[src/logic/timer16_consts.vh]
`ifndef TIMER16_CONSTS_VH
`define TIMER16_CONSTS_VH
// ==========================================
// Register word offsets (one data word per register)
`define ADDR_CTRL_A 4'h0
`define ADDR_CTRL_B 4'h1
`define ADDR_CNT_LO 4'h2
`define ADDR_CNT_HI 4'h3
`define ADDR_CAP_LO 4'h4
`define ADDR_CAP_HI 4'h5
`define ADDR_FLAGS 4'h6
`define ADDR_IRQ_EN 4'h7
`define ADDR_CMP_CTRL 4'h8
// ==========================================
// Field positions
`define CTRLB_NOISE_BIT 7
`define CTRLB_EDGE_BIT 6
`define CTRLB_WGM_HI_LSB 3
`define CTRLB_CS_LSB 0
`define FLAG_OVF_BIT 0
`define FLAG_CAP_BIT 5
`define CMP_SEL_BIT 2
// ==========================================
// Timing
`define NOISE_DEPTH 4
`define SYNC_STAGES 2
`endif

[src/logic/timer16_counter_and_capture.v]
// Decided for this implementation: the Avalon-MM slave port and the register offsets.
`timescale 1ns/10ps
`default_nettype none
`include "timer16_consts.vh"
module timer16_counter_and_capture #(
	parameter WIDTH = 16
) (
	input wire i_sys_clk,
	input wire i_rst,
	input wire [3:0] i_address,
	input wire i_read,
	input wire i_write,
	input wire [31:0] i_writedata,
	input wire [3:0] i_byteenable,
	output reg [31:0] o_readdata,
	output wire o_waitrequest,
	input wire [7:1] i_prescale_ticks,
	input wire i_external_count_pin,
	input wire i_capture_pin,
	input wire i_comparator_output,
	input wire i_count_up,
	input wire i_count_clear,
	input wire i_top_reached,
	input wire i_bottom_reached,
	input wire i_overflow_event,
	input wire i_overflow_ack,
	input wire i_capture_ack,
	output wire [WIDTH-1:0] o_timer_count,
	output wire [WIDTH-1:0] o_capture_value,
	output wire [3:0] o_waveform_mode_field,
	output wire o_timer_tick,
	output wire o_overflow_irq,
	output wire o_capture_irq
);
// ==========================================
// Registers
reg [7:0] timer_control_a;
reg [7:0] timer_control_b;
reg [7:0] irq_enable;
reg comparator_capture_select;
reg [WIDTH-1:0] timer_count;
reg [WIDTH-1:0] capture_value;
reg [7:0] shared_latch;
reg overflow_flag;
reg capture_flag;
reg read_done;
wire [2:0] raw_in;
wire [2:0] synced;
wire [7:0] flag_clear;
genvar gi;
reg ext_prev;
reg src_prev;
reg [`NOISE_DEPTH-1:0] filter_taps;
reg filter_out;
reg edge_prev;
wire [2:0] clock_select_field;
wire [3:0] waveform_mode_field;
wire noise_filter_enable;
wire edge_rising;
wire bus_wr;
wire bus_rd;
wire [7:0] wbyte;
wire cap_is_top;
wire trig_src;
wire edge_in;
wire capture_event;
reg timer_tick;
reg [7:0] next_rdata;
assign waveform_mode_field = {timer_control_b[`CTRLB_WGM_HI_LSB+1:`CTRLB_WGM_HI_LSB], timer_control_a[1:0]};
assign clock_select_field = timer_control_b[`CTRLB_CS_LSB+2:`CTRLB_CS_LSB];
assign noise_filter_enable = timer_control_b[`CTRLB_NOISE_BIT];
assign edge_rising = timer_control_b[`CTRLB_EDGE_BIT];
// Reads hold one wait state while the data flop loads
assign o_waitrequest = i_read & ~read_done;
assign bus_wr = i_write & i_byteenable[0];
// First cycle of a read: latch copy and data capture happen here
assign bus_rd = i_read & ~read_done;
assign flag_clear = (bus_wr && i_address == `ADDR_FLAGS) ? wbyte : 8'h00;
assign wbyte = i_writedata[7:0];
// ==========================================
// Capture-as-top decode
function is_cap_top;
	input [3:0] mode;
	begin
		is_cap_top = (mode == 4'h8) | (mode == 4'ha) | (mode == 4'hc) | (mode == 4'he);
	end
endfunction
assign cap_is_top = is_cap_top(waveform_mode_field);
// ==========================================
// Tick select
// tick source select
always @* begin
	case (clock_select_field)
		3'h0: begin
			timer_tick = 1'b0;
		end
		3'h6: begin
			// Falling edge of the external count pin
			timer_tick = ext_prev & ~synced[0];
		end
		3'h7: begin
			timer_tick = ~ext_prev & synced[0];
		end
		default: begin
			timer_tick = i_prescale_ticks[clock_select_field];
		end
	endcase
end
// ==========================================
// Synchronisers and edge detection
// Raw levels are asynchronous, so each passes two flops first
assign raw_in = {i_comparator_output, i_capture_pin, i_external_count_pin};
generate
	for (gi = 0; gi < 3; gi = gi + 1) begin : g_sync
		reg [`SYNC_STAGES-1:0] chain;
		always @(posedge i_sys_clk) begin
			if (i_rst) begin
				chain <= {`SYNC_STAGES{1'b0}};
			end else begin
				chain <= {chain[`SYNC_STAGES-2:0], raw_in[gi]};
			end
		end
		assign synced[gi] = chain[`SYNC_STAGES-1];
	end
endgenerate
// External count pin edge memory
always @(posedge i_sys_clk) begin
	if (i_rst) begin
		ext_prev <= 1'b0;
	end else begin
		ext_prev <= synced[0];
	end
end
assign trig_src = comparator_capture_select ? synced[2] : synced[1];
// ==========================================
// Noise filter and edge detector
// four-sample agreement
// Taps fed beside the edge stage, so the filter costs exactly four clocks
always @(posedge i_sys_clk) begin
	if (i_rst) begin
		src_prev <= 1'b0;
		filter_taps <= {`NOISE_DEPTH{1'b0}};
		filter_out <= 1'b0;
	end else if (!cap_is_top) begin
		src_prev <= trig_src;
		filter_taps <= {filter_taps[`NOISE_DEPTH-2:0], trig_src};
		if (&filter_taps) begin
			filter_out <= 1'b1;
		end else if (~|filter_taps) begin
			filter_out <= 1'b0;
		end
	end
end
assign edge_in = noise_filter_enable ? filter_out : src_prev;
always @(posedge i_sys_clk) begin
	if (i_rst) begin
		edge_prev <= 1'b0;
	end else if (!cap_is_top) begin
		edge_prev <= edge_in;
	end
end
assign capture_event = !cap_is_top & (edge_rising ? (edge_in & ~edge_prev) : (~edge_in & edge_prev));
// ==========================================
// Address strobes
wire wr_cnt_lo;
wire wr_cap_lo;
wire wr_high;
wire rd_cnt_lo;
wire rd_cap_lo;
assign wr_cnt_lo = bus_wr && i_address == `ADDR_CNT_LO;
assign wr_cap_lo = bus_wr && i_address == `ADDR_CAP_LO;
assign wr_high = bus_wr && (i_address == `ADDR_CNT_HI || i_address == `ADDR_CAP_HI);
assign rd_cnt_lo = bus_rd && i_address == `ADDR_CNT_LO;
assign rd_cap_lo = bus_rd && i_address == `ADDR_CAP_LO;
// ==========================================
// Control registers
always @(posedge i_sys_clk) begin
	if (i_rst) begin
		timer_control_a <= 8'h00;
		timer_control_b <= 8'h00;
		irq_enable <= 8'h00;
		comparator_capture_select <= 1'b0;
	end else if (bus_wr) begin
		case (i_address)
			`ADDR_CTRL_A: begin
				timer_control_a <= wbyte;
			end
			`ADDR_CTRL_B: begin
				timer_control_b <= wbyte;
			end
			`ADDR_IRQ_EN: begin
				irq_enable <= wbyte;
			end
			`ADDR_CMP_CTRL: begin
				comparator_capture_select <= wbyte[`CMP_SEL_BIT];
			end
			default: begin
			end
		endcase
	end
end
// ==========================================
// Counter
// Clear and direction come from the mode logic outside
// CPU write wins
always @(posedge i_sys_clk) begin
	if (i_rst) begin
		timer_count <= {WIDTH{1'b0}};
	end else if (wr_cnt_lo) begin
		timer_count <= {shared_latch, wbyte};
	end else if (timer_tick) begin
		if (i_count_clear) begin
			timer_count <= {WIDTH{1'b0}};
		end else if (i_count_up) begin
			timer_count <= timer_count + 1'b1;
		end else begin
			timer_count <= timer_count - 1'b1;
		end
	end
end
// ==========================================
// Capture register
// Events are masked in top modes, so capture and write never meet
always @(posedge i_sys_clk) begin
	if (i_rst) begin
		capture_value <= {WIDTH{1'b0}};
	end else if (capture_event) begin
		capture_value <= timer_count;
	end else if (wr_cap_lo && cap_is_top) begin
		capture_value <= {shared_latch, wbyte};
	end
end
// ==========================================
// Shared high-byte latch
// One latch serves both registers; interleaved 16-bit accesses clobber it
always @(posedge i_sys_clk) begin
	if (i_rst) begin
		shared_latch <= 8'h00;
	end else if (rd_cnt_lo) begin
		shared_latch <= timer_count[WIDTH-1:WIDTH-8];
	end else if (rd_cap_lo) begin
		shared_latch <= capture_value[WIDTH-1:WIDTH-8];
	end else if (wr_high) begin
		shared_latch <= wbyte;
	end
end
// ==========================================
// Interrupt flags; a set in the clear cycle wins so no event is lost
// overflow flag
always @(posedge i_sys_clk) begin
	if (i_rst) begin
		overflow_flag <= 1'b0;
	end else if (timer_tick && i_overflow_event) begin
		overflow_flag <= 1'b1;
	end else if (i_overflow_ack || flag_clear[`FLAG_OVF_BIT]) begin
		overflow_flag <= 1'b0;
	end
end
always @(posedge i_sys_clk) begin
	if (i_rst) begin
		capture_flag <= 1'b0;
	end else if (capture_event) begin
		capture_flag <= 1'b1;
	end else if (i_capture_ack || flag_clear[`FLAG_CAP_BIT]) begin
		capture_flag <= 1'b0;
	end
end
// ==========================================
// Read handshake
// Registered read data costs one wait state per read
always @(posedge i_sys_clk) begin
	if (i_rst) begin
		read_done <= 1'b0;
	end else begin
		read_done <= i_read & ~read_done;
	end
end
// ==========================================
// Read data
always @* begin
	case (i_address)
		`ADDR_CTRL_A: begin
			next_rdata = timer_control_a;
		end
		`ADDR_CTRL_B: begin
			next_rdata = timer_control_b;
		end
		`ADDR_CNT_LO: begin
			next_rdata = timer_count[7:0];
		end
		`ADDR_CNT_HI: begin
			next_rdata = shared_latch;
		end
		`ADDR_CAP_LO: begin
			next_rdata = capture_value[7:0];
		end
		`ADDR_CAP_HI: begin
			next_rdata = shared_latch;
		end
		`ADDR_FLAGS: begin
			next_rdata = {2'h0, capture_flag, 4'h0, overflow_flag};
		end
		`ADDR_IRQ_EN: begin
			next_rdata = irq_enable;
		end
		`ADDR_CMP_CTRL: begin
			next_rdata = {5'h00, comparator_capture_select, 2'h0};
		end
		default: begin
			next_rdata = 8'h00;
		end
	endcase
end
// Loaded on the first read cycle, so it stands when waitrequest drops
always @(posedge i_sys_clk) begin
	if (i_rst) begin
		o_readdata <= 32'h00000000;
	end else if (bus_rd) begin
		o_readdata <= {24'h000000, next_rdata};
	end
end
// ==========================================
// Outputs
assign o_timer_count = timer_count;
assign o_capture_value = capture_value;
assign o_waveform_mode_field = waveform_mode_field;
assign o_timer_tick = timer_tick;
assign o_overflow_irq = overflow_flag & irq_enable[`FLAG_OVF_BIT];
assign o_capture_irq = capture_flag & irq_enable[`FLAG_CAP_BIT];
endmodule // timer16_counter_and_capture
`default_nettype wire

[config.mk]
export PLATFORM = sky130hd
export DESIGN_NAME = timer16_counter_and_capture
export DESIGN_NICKNAME = d
export VERILOG_FILES = /design/src/logic/timer16_counter_and_capture.v
export VERILOG_INCLUDE_DIRS = /design/src /design/src/logic
export SDC_FILE = /design/constraint.sdc
export NUM_CORES = 1
export LEC_CHECK = 0
export CAP_MARGIN = 20
export CORE_MARGIN = 3
export CORE_UTILIZATION = 55
export DETAILED_ROUTE_END_ITERATION = 10
export DONT_BUFFER_PORTS = 1
export PLACE_DENSITY = 0.67
export SETUP_SLACK_MARGIN = 0.15
export SLEW_MARGIN = 10
export SYNTH_ARGS = -nofsm -noshare
export SYNTH_HDL_FRONTEND = slang
export SYNTH_SLANG_ARGS = --single-unit
export TNS_END_PERCENT = 10
[constraint.sdc]
create_clock -name i_sys_clk -period 5.3 [get_ports i_sys_clk]
set_clock_uncertainty 0.2 [all_clocks]
set_input_delay 0.265 -clock i_sys_clk [delete_from_list [all_inputs] [get_ports i_sys_clk]]
set_output_delay 0.265 -clock i_sys_clk [all_outputs]
set_load 0.02 [all_outputs]
==> results.toml <==
[routing]
wl_per_cell_um = 20.0
drtAntennaViolNets = 0
drcViolationCount = 0
first_pass_iters = 6
vias = 4258
vias_per_cell = 6.09
wirelength_mm = 14.0
drtIter0Drc = 297

[critical_path]
cp_data_arrival_time_ps = 2990
crit_fanout = 13
worstSetupPathType = "flip-flop to flip-flop"
worstRegToRegCells = 7
start_kind = "flip-flop"
regToRegEndpoint = "shared_latch[3]$_SDFFE_PP0P_"
timing.rr.start = "read_done$_SDFF_PP0_"
rrSetupSlack_ps = 2360
critPathCaptureType = "flip-flop"
required_ps = 5350
cp-startpoint = "read_done$_SDFF_PP0_"

[floorplan]
die_w_um = 103
coreArea_mm2 = 0.00889
die_area_mm2 = 0.0105
die_h_um = 103
ios = 133
num_rows = 34
start_util_pct = 57.8

[worst_hold_path]
hold_path_startpoint = "i_count_clear"
whs_path_depth = 3
min_path_type = "primary input to flip-flop"
whs_endpoint = "o_timer_count[4]$_SDFFE_PP0P_"

[clocking]
cts.clk_slew.worst_paths_ps = 90
htreeDepth = 3
clk_latency_ps = 360
clkSinkCount = 89
ctsRootBufferMaster = "clkbuf_8"
cts_resized = 0
cts_tree = "yes"
cts_buffer_depth = 2
cts_hold_repair.buffers = 20
post_cts_buffers = 0
numCtsBuffers = 9

[pwr]
cellPowerDensity_mw_per_mm2 = 236
ir_drop_mv = 0.135
p_leak_nw = 2.19
p_total_w = 0.00127

[global_route]
gr-total-overflow = 0
grt_usage_pct = 26.6
grt_pass1_wl_mm = 21.6
grt_max_degree = 91
grt_pass1_vias = 4057
antenna_found_initial = 0

[sta]
setup_viol = 0
setup_tns_ps = 0
rsz0062_at_grt = "false"
period_share_pct = 55.4
relSlewSlack_pct = 34.0
fin_crit_ps = 2940
worst_slack_ps = 2360
worst_pin_slew_ps = 987
fmax_mhz = 340
whs_ps = 1.94
finalHoldViolCount = 0
drv_slew = 0

[place]
gp_congestion = 0.865
pre_cts_slack_ps = 2420
place_area_mm2 = 0.00498
io_buffers = 0
hpwl_mm = 9.82

[layout]
diodes = 0
nNetsFinal = 662
drive_gt1_share_pct = 7.95
regArea_mm2 = 0.00178
areaGrowthSynthToFinish_pct = 4.67
fillers = 788
final_cell_area_mm2 = 0.00538
multi_input_area_mm2 = 0.00301

[logic_synthesis]
ys.flop_type = "dfxtp_1"
syn_inst = 595
synth_edf_count = 0
synthTopCellsByCount = "dfxtp_1 (89), nor2_1 (73), a21oi_1 (51)"
yosysTopAreaCellShare_pct = 34.7
synth-seq-area-share_pct = 34.7
synth_cell_types = 62
avgSynthCellArea_um2 = 8.64
ys_ff_latch = 89
syn_area_mm2 = 0.00514
synth_most_common_cell = "dfxtp_1"
ys_warn_count = 0
synthArstFlopShare_pct = 0
synth.largest_area_cell = "dfxtp_1"
synthTopCellsByArea = "dfxtp_1 (35%), mux2i_1 (8.8%), nor2_1 (5.3%), a21oi_1 (5.0%), buf_4 (4.5%)"

[status]
outcome = "complete, no violations"

[run]
cap_violations = 0
-- how the worst max path moves through the flow --
stage,end,slack (ps),depth (start not counted)
2_1_floorplan,o_timer_count[13]$_SDFFE_PP0P_,2830,8
3_3_place_gp,o_timer_count[14]$_SDFFE_PP0P_,2440,8
3_5_place_dp,o_timer_count[14]$_SDFFE_PP0P_,2420,8
4_1_cts,shared_latch[3]$_SDFFE_PP0P_,2400,7
5_1_grt,shared_latch[3]$_SDFFE_PP0P_,2240,7
6_report,shared_latch[3]$_SDFFE_PP0P_,2360,7
-- final cells by class --
cell class	count	area share, %
multi-input combinational	455	56.0
sequential	89	33.1
timing repair buffer	22	4.33
clock buffer	12	2.88
tap	108	2.51
inverter	9	0.628
clock inverter	4	0.512
-- layer usage --
| layer | vias up | routed length [µm] | global-route usage (%) |
|---|---|---|---|
| li1 | 2081 | - | - |
| met1 | 2001 | 5940 | 34.0 |
| met2 | 151 | 6710 | 43.9 |
| met3 | 25 | 935 | 5.55 |
| met4 | 0 | 380 | 10.2 |
| met5 | - | 0 | 0 |
-- registers in the layout, indices dropped and copies added, names as in the netlist --
| register | flops |
|---|---|
| capture_flag | 1 |
| comparator_capture_select | 1 |
| edge_prev | 1 |
| ext_prev | 1 |
| filter_out | 1 |
| filter_taps | 4 |
| g_sync.chain | 6 |
| irq_enable | 8 |
| o_capture_value | 16 |
| o_readdata | 8 |
| o_timer_count | 16 |
| overflow_flag | 1 |
| read_done | 1 |
| shared_latch | 8 |
| timer_control_a | 8 |
| timer_control_b | 8 |
-- cell families (layout without fill, tap and decap cells) --
group	count (synthesis)	after routing	synth area share, %
AO/OA/AOI/OAI	151	151	20.8
XOR/XNOR	16	16	2.73
adder cells (fa/ha/maj)	15	15	3.80
buffers and inverters	74	47	8.45
flip-flops	89	89	34.7
multiplexers	54	54	11.0
other	1	24	0.0730
AND/OR/NAND/NOR	195	195	18.6
-- worst max-delay path, cell delays in order (launching register included) --
cell	delay, ps
dfxtp_1	310
nand2b_1	340
or4_4	700
o41a_4	210
nor2b_4	170
a221oi_1	250
nor2_1	70
dlygate4sd3_1	570
-- cell usage in the layout (no fill, tap or decap), types with 2 or more instances in the layout --
master and count:
nand3_1 11, mux2_2 8, o22ai_2 8, dlygate4sd3_1 19, nand2_1 40, a311oi_1 2
conb_1 24, o21ai_0 11, nor3b_1 3, or3_1 2, a211oi_1 26, buf_4 2
nand2b_1 3, nor2_1 73, a221oi_1 4, nand3b_1 3, dfxtp_1 89, xnor2_1 9
and2_1 4, a22o_1 10, inv_1 9, a31oi_1 5, a22oi_1 5, clkinvlp_4 3
o21bai_1 2, mux2i_1 45, and3_1 11, xor2_1 7, a222oi_1 5, nor2b_1 16
or4_4 2, a21oi_1 51, o31ai_1 2, ha_1 14, a21o_1 4, nor3_1 16
o21ai_1 5, clkbuf_8 11
-- where the power goes --
part           switching, W  internal [W]  leakage (nW)  total (W)
combinational     0.0000889     0.0000473          1.38   0.000136
clock              0.000241      0.000195        0.0846   0.000437
sequential        0.0000184      0.000680         0.720   0.000698
total              0.000348      0.000922          2.19    0.00127
-- through the flow --
stage / instances / utilization [%]
detailed placement: 663 / 56.0
global route: 699 / 60.5
floorplan: 618 / -
global placement: 663 / 56.0
CTS: 699 / 60.5
finish: 699 / 60.5
Power figures use the tool's default switching activity.
